File: src/rtl/tc0_pkg.sv
// shared constants for the timer/counter core
package tc0_pkg;
    localparam logic [7:0] CNT_BOTTOM  = 8'h00;
    localparam logic [7:0] CNT_MAX     = 8'hff;
    localparam logic [7:0] RST_BYTE    = 8'h00;
    // clock select codes
    localparam logic [2:0] CS_STOP     = 3'h0;
    localparam logic [2:0] CS_DIRECT   = 3'h1;
    localparam logic [2:0] CS_DIV8     = 3'h2;
    localparam logic [2:0] CS_DIV64    = 3'h3;
    localparam logic [2:0] CS_DIV256   = 3'h4;
    localparam logic [2:0] CS_DIV1024  = 3'h5;
    localparam logic [2:0] CS_EXT_FALL = 3'h6;
    localparam logic [2:0] CS_EXT_RISE = 3'h7;
    // waveform modes
    localparam logic [2:0] WM_NORMAL   = 3'h0;
    localparam logic [2:0] WM_PC_MAX   = 3'h1;
    localparam logic [2:0] WM_CTC      = 3'h2;
    localparam logic [2:0] WM_FAST_MAX = 3'h3;
    localparam logic [2:0] WM_PC_OCRA  = 3'h5;
    localparam logic [2:0] WM_FAST_OCRA = 3'h7;
    // compare output actions
    localparam logic [1:0] COM_NONE    = 2'h0;
    localparam logic [1:0] COM_TOGGLE  = 2'h1;
    localparam logic [1:0] COM_CLEAR   = 2'h2;
    localparam logic [1:0] COM_SET     = 2'h3;
    // prescaler: width and the tap positions for /8, /64, /256, /1024
    localparam int         PRE_W       = 10;
    localparam int         TAP_DIV8    = 3;
    localparam int         TAP_DIV64   = 6;
    localparam int         TAP_DIV256  = 8;
    localparam int         TAP_DIV1024 = 10;
    localparam logic [9:0] PRE_RST     = 10'h000;
endpackage

File: src/rtl/tc0_timer.sv
// 8-bit timer/counter core: clock select, counter, two compare units
//
// What this block does
// - clock select 1 counts on every system clock.
// - prescaler taps /8, /64, /256, /1024; external clock never prescaled.
// - prescaler runs freely, so first prescaled count comes 1 to N clocks later.
// - prescaler reset input restarts the prescaler phase.
// - external pin sampled every clock, then fed to an edge detector.
// - select 7 counts rising pin edges, select 6 falling edges.
// - pin edge reaches the counter after 2 to 3 clocks.
// - select 0 stops counting; counter still readable and writable.
// - counter write beats any clear, increment or decrement.
// - wave mode is two low bits from control A plus high bit from B.
// - counter equal to compare sets that flag at the next timer tick.
// - flag clears on interrupt service or on writing one to it.
// - compare values double buffered in PWM modes, direct in normal and CTC.
// - compare writes hit the buffer when buffering, else the live value.
// - force strobe in non-PWM modes acts like a match, no flag, no clear.
// - counter write blocks flag and output matches at the next timer tick, even stopped; the mode 2 counter clear is not blocked.
// - reset clears compare output states; mode changes leave them alone.
// - nonzero output action hands the compare output state to the pin value.
// - output action 0 never changes the compare output state.
// - output action is unbuffered and applies from the next match.
// - mode 0 counts up, wraps ff to 00, sets overflow on reaching zero.
// - mode 2 clears the counter on a match with compare A.
// - modes 3 and 7 count single slope to top ff or compare A.
`timescale 1ns/1ps
module tc0_timer (
    input  wire logic       ref_clk,
    input  wire logic       arst_n,
    input  wire logic [2:0] clk_source_sel,
    input  wire logic       wave_mode_bit_lo,
    input  wire logic       wave_mode_bit_mid,
    input  wire logic       wave_mode_bit_hi,
    input  wire logic [1:0] cmp_out_action_a,
    input  wire logic [1:0] cmp_out_action_b,
    input  wire logic       force_match_strobe_a,
    input  wire logic       force_match_strobe_b,
    input  wire logic       prescaler_reset,
    input  wire logic       ext_count_pin,
    input  wire logic       count_wr_en,
    input  wire logic [7:0] count_wr_data,
    input  wire logic       cmp_wr_en_a,
    input  wire logic       cmp_wr_en_b,
    input  wire logic [7:0] cmp_wr_data,
    input  wire logic [2:0] flag_clr_ones,
    input  wire logic [2:0] irq_serviced,
    input  wire logic       cmp_pin_dir_bit_a,
    input  wire logic       cmp_pin_dir_bit_b,
    input  wire logic       port_data_bit_a,
    input  wire logic       port_data_bit_b,
    output logic [7:0]      count_value,
    output logic [7:0]      compare_value_a,
    output logic [7:0]      compare_value_b,
    output logic            match_flag_a,
    output logic            match_flag_b,
    output logic            overflow_flag,
    output logic            cmp_out_state_a,
    output logic            cmp_out_state_b,
    output logic            pin_out_a,
    output logic            pin_out_b,
    output logic            pin_oe_a,
    output logic            pin_oe_b
);
    typedef struct packed {
        logic [7:0] cnt;
        logic       down;
        logic [7:0] ocr_a;
        logic [7:0] ocr_b;
        logic [7:0] buf_a;
        logic [7:0] buf_b;
        logic       flag_a;
        logic       flag_b;
        logic       ovf;
        logic       oc_a;
        logic       oc_b;
        logic       block;
        logic       pin_a;
        logic       pin_b;
        logic       oe_a;
        logic       oe_b;
    } tc0_state_t;

    tc0_state_t s_reg;
    tc0_state_t s_next;
    logic [1:0] rst_sync_reg;
    logic       rst_n;
    logic       t8;
    logic       t64;
    logic       t256;
    logic       t1024;
    logic       ext_rise;
    logic       ext_fall;
    logic       timer_tick;
    logic [2:0] wave_mode;
    logic       is_fast;
    logic       is_pc;
    logic       is_pwm;
    logic [7:0] top_val;
    logic       at_top;
    logic       hit_a;
    logic       hit_b;
    logic       wrap;

    always_ff @(posedge ref_clk or negedge arst_n)
    begin
        if (!arst_n)
            rst_sync_reg <= 2'h0;
        else
            rst_sync_reg <= {rst_sync_reg[0], 1'b1};
    end
    assign rst_n = rst_sync_reg[1];

    tc0_prescaler u_pre (
        .clk         (ref_clk),
        .rst_n       (rst_n),
        .pre_reset   (prescaler_reset),
        .tap_div8    (t8),
        .tap_div64   (t64),
        .tap_div256  (t256),
        .tap_div1024 (t1024)
    );

    tc0_ext_edge u_edge (
        .clk           (ref_clk),
        .rst_n         (rst_n),
        .ext_count_pin (ext_count_pin),
        .rise_pulse    (ext_rise),
        .fall_pulse    (ext_fall)
    );

    // timer_tick: one-cycle enable that advances the counter
    always_comb
    begin
        case (clk_source_sel)
            tc0_pkg::CS_STOP:     timer_tick = 1'b0;
            tc0_pkg::CS_DIRECT:   timer_tick = 1'b1;
            tc0_pkg::CS_DIV8:     timer_tick = t8;
            tc0_pkg::CS_DIV64:    timer_tick = t64;
            tc0_pkg::CS_DIV256:   timer_tick = t256;
            tc0_pkg::CS_DIV1024:  timer_tick = t1024;
            tc0_pkg::CS_EXT_FALL: timer_tick = ext_fall;
            tc0_pkg::CS_EXT_RISE: timer_tick = ext_rise;
            default:              timer_tick = 1'b0;
        endcase
    end

    assign wave_mode = {wave_mode_bit_hi, wave_mode_bit_mid, wave_mode_bit_lo};
    assign is_fast   = (wave_mode == tc0_pkg::WM_FAST_MAX) ||
                       (wave_mode == tc0_pkg::WM_FAST_OCRA);
    assign is_pc     = (wave_mode == tc0_pkg::WM_PC_MAX) ||
                       (wave_mode == tc0_pkg::WM_PC_OCRA);
    assign is_pwm    = is_fast || is_pc;
    assign top_val   = wave_mode[2] ? s_reg.ocr_a : tc0_pkg::CNT_MAX;
    assign at_top    = (s_reg.cnt == top_val);
    assign hit_a     = timer_tick && !s_reg.block && (s_reg.cnt == s_reg.ocr_a);
    assign hit_b     = timer_tick && !s_reg.block && (s_reg.cnt == s_reg.ocr_b);
    assign wrap      = timer_tick && is_fast && at_top;

    // new output state for one unit on a match (or forced match)
    function automatic logic oc_on_match(input logic [1:0] act, input logic cur,
                                         input logic fast, input logic pc,
                                         input logic down, input logic tog_ok);
        logic nv;
        nv = cur;
        if (fast || pc)
        begin
            // pc: up-count match acts as clear for action 2, down-count inverts
            if (act == tc0_pkg::COM_CLEAR)
                nv = pc && down;
            else if (act == tc0_pkg::COM_SET)
                nv = !(pc && down);
            else if (act == tc0_pkg::COM_TOGGLE && tog_ok)
                nv = !cur;
        end
        else
        begin
            case (act)
                tc0_pkg::COM_TOGGLE: nv = !cur;
                tc0_pkg::COM_CLEAR:  nv = 1'b0;
                tc0_pkg::COM_SET:    nv = 1'b1;
                default:             nv = cur;
            endcase
        end
        return nv;
    endfunction

    always_comb
    begin
        s_next = s_reg;

        // counter unit
        if (count_wr_en)
        begin
            s_next.cnt   = count_wr_data;
            s_next.block = 1'b1;
        end
        else if (timer_tick)
        begin
            s_next.block = 1'b0;
            case (wave_mode)
                tc0_pkg::WM_CTC:
                    s_next.cnt = hit_a || (s_reg.cnt == s_reg.ocr_a) ?
                                 tc0_pkg::CNT_BOTTOM : s_reg.cnt + 8'h01;
                tc0_pkg::WM_FAST_MAX, tc0_pkg::WM_FAST_OCRA:
                    s_next.cnt = at_top ? tc0_pkg::CNT_BOTTOM : s_reg.cnt + 8'h01;
                tc0_pkg::WM_PC_MAX, tc0_pkg::WM_PC_OCRA:
                begin
                    if (!s_reg.down && at_top)
                        s_next.down = 1'b1;
                    else if (s_reg.down && s_reg.cnt == tc0_pkg::CNT_BOTTOM)
                        s_next.down = 1'b0;
                    s_next.cnt = s_next.down ? s_reg.cnt - 8'h01 : s_reg.cnt + 8'h01;
                end
                default:
                    s_next.cnt = s_reg.cnt + 8'h01;
            endcase
        end
        if (!is_pc)
            s_next.down = 1'b0;

        // overflow flag; set beats any clear of the same cycle
        if (flag_clr_ones[2] || irq_serviced[2])
            s_next.ovf = 1'b0;
        if (timer_tick && !count_wr_en)
        begin
            if (is_fast ? at_top :
                is_pc ? (s_reg.down && s_reg.cnt == 8'h01) :
                (s_reg.cnt == tc0_pkg::CNT_MAX))
                s_next.ovf = 1'b1;
        end

        // compare flags
        if (flag_clr_ones[0] || irq_serviced[0])
            s_next.flag_a = 1'b0;
        if (flag_clr_ones[1] || irq_serviced[1])
            s_next.flag_b = 1'b0;
        if (hit_a)
            s_next.flag_a = 1'b1;
        if (hit_b)
            s_next.flag_b = 1'b1;

        // compare registers: buffered in pwm modes only
        if (cmp_wr_en_a)
        begin
            s_next.buf_a = cmp_wr_data;
            if (!is_pwm)
                s_next.ocr_a = cmp_wr_data;
        end
        if (cmp_wr_en_b)
        begin
            s_next.buf_b = cmp_wr_data;
            if (!is_pwm)
                s_next.ocr_b = cmp_wr_data;
        end
        if (!is_pwm)
        begin
            // keeps the view consistent after leaving a pwm mode
            if (!cmp_wr_en_a)
                s_next.ocr_a = s_reg.buf_a;
            if (!cmp_wr_en_b)
                s_next.ocr_b = s_reg.buf_b;
        end
        else if (wrap || (timer_tick && is_pc && !s_reg.down && at_top))
        begin
            s_next.ocr_a = s_reg.buf_a;
            s_next.ocr_b = s_reg.buf_b;
        end

        // compare output states; action read live each match
        if (hit_a || (force_match_strobe_a && !is_pwm))
            s_next.oc_a = oc_on_match(cmp_out_action_a, s_reg.oc_a, is_fast, is_pc,
                                      s_reg.down, wave_mode_bit_hi);
        if (hit_b || (force_match_strobe_b && !is_pwm))
            s_next.oc_b = oc_on_match(cmp_out_action_b, s_reg.oc_b, is_fast, is_pc,
                                      s_reg.down, 1'b0);
        // fast pwm: restore level at bottom unless the wrap itself matched
        if (wrap && !hit_a && cmp_out_action_a[1])
            s_next.oc_a = !cmp_out_action_a[0];
        if (wrap && !hit_b && cmp_out_action_b[1])
            s_next.oc_b = !cmp_out_action_b[0];

        // pin override, direction stays with the port
        s_next.pin_a = (cmp_out_action_a != tc0_pkg::COM_NONE) ? s_reg.oc_a
                                                               : port_data_bit_a;
        s_next.pin_b = (cmp_out_action_b != tc0_pkg::COM_NONE) ? s_reg.oc_b
                                                               : port_data_bit_b;
        s_next.oe_a  = cmp_pin_dir_bit_a;
        s_next.oe_b  = cmp_pin_dir_bit_b;
    end

    always_ff @(posedge ref_clk or negedge rst_n)
    begin
        if (!rst_n)
            s_reg <= '0;
        else
            s_reg <= s_next;
    end

    assign count_value     = s_reg.cnt;
    assign compare_value_a = s_reg.buf_a;
    assign compare_value_b = s_reg.buf_b;
    assign match_flag_a    = s_reg.flag_a;
    assign match_flag_b    = s_reg.flag_b;
    assign overflow_flag   = s_reg.ovf;
    assign cmp_out_state_a = s_reg.oc_a;
    assign cmp_out_state_b = s_reg.oc_b;
    assign pin_out_a       = s_reg.pin_a;
    assign pin_out_b       = s_reg.pin_b;
    assign pin_oe_a        = s_reg.oe_a;
    assign pin_oe_b        = s_reg.oe_b;
endmodule

File: src/rtl/tc0_prescaler.sv
// free running system clock prescaler with four tap pulses
`timescale 1ns/1ps
module tc0_prescaler (
    input  wire logic       clk,
    input  wire logic       rst_n,
    input  wire logic       pre_reset,
    output logic            tap_div8,
    output logic            tap_div64,
    output logic            tap_div256,
    output logic            tap_div1024
);
    typedef struct packed {
        logic [9:0] cnt;
        logic       t8;
        logic       t64;
        logic       t256;
        logic       t1024;
    } tc0_pre_t;

    tc0_pre_t s_reg;
    tc0_pre_t s_next;

    always_comb
    begin
        s_next       = s_reg;
        s_next.cnt   = pre_reset ? tc0_pkg::PRE_RST : s_reg.cnt + 10'h001;
        // runs whatever the clock select says; a reset restarts the phase
        s_next.t8    = !pre_reset && (&s_reg.cnt[tc0_pkg::TAP_DIV8-1:0]);
        s_next.t64   = !pre_reset && (&s_reg.cnt[tc0_pkg::TAP_DIV64-1:0]);
        s_next.t256  = !pre_reset && (&s_reg.cnt[tc0_pkg::TAP_DIV256-1:0]);
        s_next.t1024 = !pre_reset && (&s_reg.cnt[tc0_pkg::TAP_DIV1024-1:0]);
    end

    always_ff @(posedge clk or negedge rst_n)
    begin
        if (!rst_n)
            s_reg <= '0;
        else
            s_reg <= s_next;
    end

    assign tap_div8    = s_reg.t8;
    assign tap_div64   = s_reg.t64;
    assign tap_div256  = s_reg.t256;
    assign tap_div1024 = s_reg.t1024;
endmodule

File: src/rtl/tc0_ext_edge.sv
// external count pin synchroniser and edge detector
`timescale 1ns/1ps
module tc0_ext_edge (
    input  wire logic       clk,
    input  wire logic       rst_n,
    input  wire logic       ext_count_pin,
    output logic            rise_pulse,
    output logic            fall_pulse
);
    typedef struct packed {
        logic meta;
        logic sync;
        logic last;
    } tc0_edge_t;

    tc0_edge_t s_reg;
    tc0_edge_t s_next;

    always_comb
    begin
        s_next      = s_reg;
        // sampled once per clock; only sync reads meta
        s_next.meta = ext_count_pin;
        s_next.sync = s_reg.meta;
        s_next.last = s_reg.sync;
    end

    always_ff @(posedge clk or negedge rst_n)
    begin
        if (!rst_n)
            s_reg <= '0;
        else
            s_reg <= s_next;
    end

    assign rise_pulse = s_reg.sync && !s_reg.last;
    assign fall_pulse = !s_reg.sync && s_reg.last;
endmodule

File: config.mk
export PLATFORM = sky130hd
export DESIGN_NAME = tc0_timer
export DESIGN_NICKNAME = d
export VERILOG_FILES = /design/src/rtl/tc0_pkg.sv /design/src/rtl/tc0_timer.sv /design/src/rtl/tc0_prescaler.sv /design/src/rtl/tc0_ext_edge.sv
export SDC_FILE = /design/constraint.sdc
export NUM_CORES = 1
export LEC_CHECK = 0
export BUFFER_PORTS_ARGS = -buffer_cell sky130_fd_sc_hd__clkbuf_2
export CORE_MARGIN = 2
export CORE_UTILIZATION = 40
export CTS_BUF_LIST = sky130_fd_sc_hd__clkbuf_16
export DETAILED_ROUTE_END_ITERATION = 10
export HOLD_SLACK_MARGIN = 0.02
export SLEW_MARGIN = 20
export SYNTH_ARGS = -nofsm -noshare
export SYNTH_HDL_FRONTEND = slang
export SYNTH_SLANG_ARGS = --single-unit
File: constraint.sdc
create_clock -name ref_clk -period 2.9 [get_ports ref_clk]
set_clock_uncertainty 0.15 [all_clocks]
set_input_delay 0 -clock ref_clk [delete_from_list [all_inputs] [get_ports ref_clk]]
set_output_delay 0 -clock ref_clk [all_outputs]
set_load 0.1 [all_outputs]
Word-level counts from Yosys, hierarchy flattened
Cells that the tools add are included.

cells by class
  $add $sub $neg = 3
  $mul = 0
  divide/modulo/power cells = 0
  magnitude comparators = 0
  equal/unequal tests = 28
  shifts and indexed selects = 0
  muxes and demuxes = 51
  bitwise logic cells = 0
  reduce and logical (&&, ||, !) cells = 70

operators with widths
  cell                                                 number
  two-way mux 8 bit                                    11
  two-way mux 1 bit                                    32
  two-way mux 16 bit                                   2
  logical AND 1 bit                                    26
  equality test 8 bit                                  3
  case mux 8 bit (3 select lines)                      1
  equality test 3 bit, second input constant           6
  logical NOT 1 bit                                    14
  nonzero test 2 bit                                   7
  equality test 3 x 2 -> 1 bit, second input constant  4
  AND reduction 3 bit                                  4
  adder 10 x 1 -> 10 bit, second input constant        1
  logical OR 1 bit                                     10
  two-way mux 10 bit                                   1
  AND reduction 10 bit                                 1
  two-way mux 9 bit                                    1
  adder 8 x 1 -> 8 bit, second input constant          1
  equality test 2 bit, second input constant           4
  equality test 8 x 1 -> 1 bit, second input constant  1
  equality test 8 bit, second input constant           1
  logical NOT 8 bit                                    1
  case mux 1 bit (8 select lines)                      1
  AND reduction 8 bit                                  1
  subtractor 8 x 1 -> 8 bit, second input constant     1
  other kinds (12)                                     17

storage, ports and cells
  register bits = 70
  latch bits = 0
  bits in writable memories = 0
  ROM bits = 0
  input bits = 45
  memories kept = 0

Longest topological paths before layout
  depth after elaboration = 12
  mapped depth = 10

Modules after synthesis
From an unflattened synthesis, not the netlist that was laid out.

second synthesis, totals
  cell total of the unflattened synthesis = 408
  area, all modules = 4101.4 um2

modules (own cells, without submodules)
  module         instances  cells an instance  area each (um2)  sequential area each (um2)
  tc0_timer      1          352                3427.0           1326.3
  tc0_prescaler  1          51                 584.3            350.3
  tc0_ext_edge   1          5                  90.1             75.1

Worst setup path after synthesis
Ideal clock, no wire load.

  path type = register to register
  start point = reg s_reg, in the netlist count_value[0]
  end point = reg s_reg, in the netlist cmp_out_state_a
  library setup time = 0.126 ns
  arrival time = 2.118 ns
  data required time = 2.624 ns
  slack = 0.506 ns
  stages on the path, launching flop included = 9
  period minus slack after synthesis = 2.394 ns
  cell sequence = dfrtp_1 clkbuf_1 or3b_1 a21oi_1 o22ai_2 nor2_4 nand3_1 or4_1 o311a_1

between the ends
  cells in the longest elaborated chain, start to end = 7
  elaborated cells between the ends (all ways) = 13
  those cells by class = eq/ne (3); mux (1); reduce/logical (9)

ends and longest elaborated chain
  element                                                                  RTL line          source
  start, declared                                                          tc0_timer.sv:84   tc0_state_t s_reg;
  start signal, assigned                                                   tc0_timer.sv:297  s_reg <= s_next;
  equality test 8 bit                                                      tc0_timer.sv:156  assign hit_a = timer_tick && !s_reg.block && (s_reg.cnt == s_reg.ocr_a);
  logical AND 1 bit                                                        tc0_timer.sv:156
  logical NOT 1 bit                                                        tc0_timer.sv:278  if (wrap && !hit_a && cmp_out_action_a[1])
  logical AND 1 bit (2 in a row)                                           tc0_timer.sv:278
  inequality test 5 x 1 -> 1 bit (no source line) (tied with other cells)  -
  AND reduction 3 bit (no source line)                                     -

Several ways; a longest one is shown, not always the timed one.
A chain may end at the register's enable or synchronous reset.

Worst setup path after layout
  start point = reg s_reg, in the netlist count_value[2]
  end point = reg s_reg, in the netlist count_value[0]

between the ends
  cells in the longest elaborated chain, start to end = 11
  elaborated cells between the ends (all ways) = 18
  those cells by class = eq/ne (2); mux (11); reduce/logical (5)

ends and longest elaborated chain
  element                            RTL line          source
  logical NOT 8 bit                  tc0_timer.sv:211  else if (s_reg.down && s_reg.cnt == tc0_pkg::CNT_BOTTOM)
  logical AND 1 bit                  tc0_timer.sv:211
  two-way mux 1 bit                  tc0_timer.sv:211
  two-way mux 1 bit                  tc0_timer.sv:209  if (!s_reg.down && at_top)
  two-way mux 1 bit                  tc0_timer.sv:201  case (wave_mode)
  two-way mux 1 bit                  tc0_timer.sv:198  else if (timer_tick)
  two-way mux 1 bit                  tc0_timer.sv:193  if (count_wr_en)
  two-way mux 8 bit                  tc0_timer.sv:213  s_next.cnt = s_next.down ? s_reg.cnt - 8'h01 : s_reg.cnt + 8'h01;
  case mux 8 bit (3 select lines) *  tc0_timer.sv:201
  two-way mux 9 bit *                tc0_timer.sv:198
  two-way mux 8 bit *                tc0_timer.sv:193

Every way passes the cells marked *; elsewhere a longest branch is shown, timed or not. The select of a mux whose other input is x is not followed.

==> impl_metrics.ini <==
[worst_hold_path]
min_path_type = input port to register
min-delay-start = cmp_out_action_b[1]

[power_and_ir_drop]
peakVddDrop_mv = 0.4002
power_mw = 3.178
powerDensity_nw_per_um2 = 589.8
p_leak_nw = 2.371

[timing]
hold_viol_final = 0
setup-violations-final = 0
fmax_ghz = 0.3654
rsz0062_at_grt = yes
hold_slack_ns = 0.08270
slew_violations = 0
fin_crit_sh = 0.9436
slew-limit-headroom = 0.5357
worst_pin_slew_ns = 0.6964
min_period_ns = 2.736

[synthesis]
synthFlopType = dfrtp_1
synth.distinct_cells = 73
ys_ff_latch = 70
synth_nets = 499
synthArstFlopShare = 1.000
yosys_warnings = 0
netlist_area_um2 = 4222
ys_seq_area_frac = 0.4149
synth_cells = 448
syn_avg_cell_area_um2 = 9.423
synth_edf_count = 0

[global_route]
use_met2 = 0.3312
grt_pass1_wl_mm = 17.87
met3_usage = 0.04012
grt_pass1_vias = 3614
grt.total_usage = 0.1991
grt_antenna_before_repair = 0
grt_max_degree = 45
use_met1 = 0.2617
top_usage_layer = met2
gr-total-overflow = 0

[cts]
clock-root-buffer = clkbuf_16
numCtsBuffers = 9
cts.path.max_buffers = 2
h-tree-depth = 3
clkLatencyLatePin_ns = 0.33
clk_pin_slew_ns = 0.06
cts_sinks = 70
cts_tree = built

[cells_and_area]
postLayoutCellArea_um2 = 5389
final_layout_size_suffix_gt1_frac = 0.2595
n_antenna_cell = 0
fin_cells = 691
final_core_util = 0.5243
final_cell_mix = clkbuf_2, dfrtp_1, nor2_1
area_growth_pct = 27.65
fin_nets = 601
largest_reg_flops = 18
seq_area_um2 = 1755
multi_input_area_um2 = 2118
final_common_cell = clkbuf_2
fillers = 950

[placed_design]
place_congestion = 0.8833
placed_area_um2 = 4597
post-dp-hpwl_mm = 7.746
dp.cells = 627
port-buffer-count = 77

[critical_path]
end_kind = register
cp-startpoint = count_value[2]$_DFFE_PN0P_
critical_path.max_fanout = 7
criticalPathCategory = register to register
crit_chain = inv_2, a222oi_1, nand4b_1, nor4_2, nor3_1, a221oi_2, a21oi_1, dlygate4sd3_1
start_kind = register
rr_startpoint = count_value[2]$_DFFE_PN0P_
slowest_delay_ns = 0.58
required_ns = 2.96
crit_arrival_ns = 2.80
critPathSlowestCell = dlygate4sd3_1

[floorplanning]
boundaryPins = 78
initial_core_util = 0.4108
die-height_um = 106.7
rows = 37
core-area_um2 = 10280
dieArea_um2 = 11390
dieWidth_um = 106.7

[drt]
firstDrtPassIters = 5
route.vias.total = 3600
totalWireLength_mm = 10.85
drt_first_iter_violations = 192
routed_via_density = 5.210
drc = 0
avgRoutedWirePerCell_um = 15.69
ant_nets = 0

[status]
status = finished, final reports clean

[run]
drv_cap = 0
## critical path, delay by kind of cell, from the launching register on
kind                   cells  cell delay [ns]
and+or+nand+nor            3             0.70
buffers and inverters      2             0.67
DFF                        1             0.47
AOI/OAI and AO/OA          3             0.62
## final timing paths
kind | end | slack, ns | cells after the start
min reg2reg | pin_oe_b$_DFF_PN0_ | 0.17 | 0
min | cmp_out_state_b$_DFFE_PN0P_ | 0.08 | 5
max in group asynchronous | count_value[0]$_DFFE_PN0P_ | 1.78 | 1
min in group asynchronous | pin_oe_b$_DFF_PN0_ | 0.17 | 0
max reg2reg | count_value[0]$_DFFE_PN0P_ | 0.16 | 8
max | count_value[0]$_DFFE_PN0P_ | 0.16 | 8
## Yosys cell counts, types with 3 or more instances
master | n | share of area
dfrtp_1 | 70 | 0.41
nor2_1 | 50 | 0.044
nand2_1 | 28 | 0.025
buf_4 | 26 | 0.046
a21oi_1 | 25 | 0.030
mux2_2 | 18 | 0.048
mux2i_1 | 16 | 0.038
nand3_1 | 16 | 0.019
clkbuf_1 | 15 | 0.013
inv_1 | 15 | 0.013
nor3_1 | 15 | 0.018
xnor2_1 | 13 | 0.027
nor2b_1 | 12 | 0.018
o21ai_0 | 12 | 0.014
nand2b_1 | 9 | 0.013
and3_1 | 7 | 0.010
a31oi_1 | 6 | 0.0089
ha_1 | 6 | 0.018
xor2_1 | 6 | 0.012
nand3b_1 | 5 | 0.0089
o22ai_1 | 4 | 0.0059
o31ai_1 | 4 | 0.0071
a21o_1 | 3 | 0.0053
a221oi_1 | 3 | 0.0062
## report_power, final
part,switching (mW),internal [mW],leakage (nW),total (mW)
registers,0.0933,1.06,0.840,1.15
clock network,0.422,0.660,0.141,1.08
logic,0.655,0.288,1.39,0.943
## logic make-up (layout without fill, tap and decap cells)
family	count (synthesis)	after routing	share of synthesized area
AND/OR/NAND/NOR	163	163	0.1983
other	1	1	0.0008883
AO/OA/AOI/OAI	91	91	0.1547
XOR/XNOR	19	19	0.03942
flip-flops	70	70	0.4149
multiplexers	34	34	0.08595
adder cells (fa/ha/maj)	6	6	0.01778
buffers and inverters	64	171	0.08802
## metrics by stage
step	worst slack (ns)	setup TNS, ns
final	0.1636	0
after global routing	-0.000009326	-0.000009326
after CTS	0.1029	0
after detailed placement	0.3466	0
after global placement	0.3999	0
after floorplan	0.5058	0
## repair_timing
action | in CTS | in global routing
hold buffers | 48 | 0
setup endpoints to repair | 0 | 1
buffers inserted | 0 | 0
endpoints found under the hold margin | 66 | 0
gates resized for setup | 0 | 6
## layout make-up
type                    instances  share of cell area
clock buffers                   9             0.04179
multi-input cells             314              0.3931
well taps                     136             0.03158
repair buffers                139              0.1848
inverters                      16             0.01114
clock inverters                 7             0.01184
flip-flops and latches         70              0.3257
## routing by layer
| layer | wire, µm | share of wire |
|---|---|---|
| met2 | 5079 | 0.47 |
| met5 | 0 | 0 |
| met4 | 140 | 0.013 |
| met3 | 543 | 0.050 |
| met1 | 5082 | 0.47 |
(Power assumes the default switching activity.)
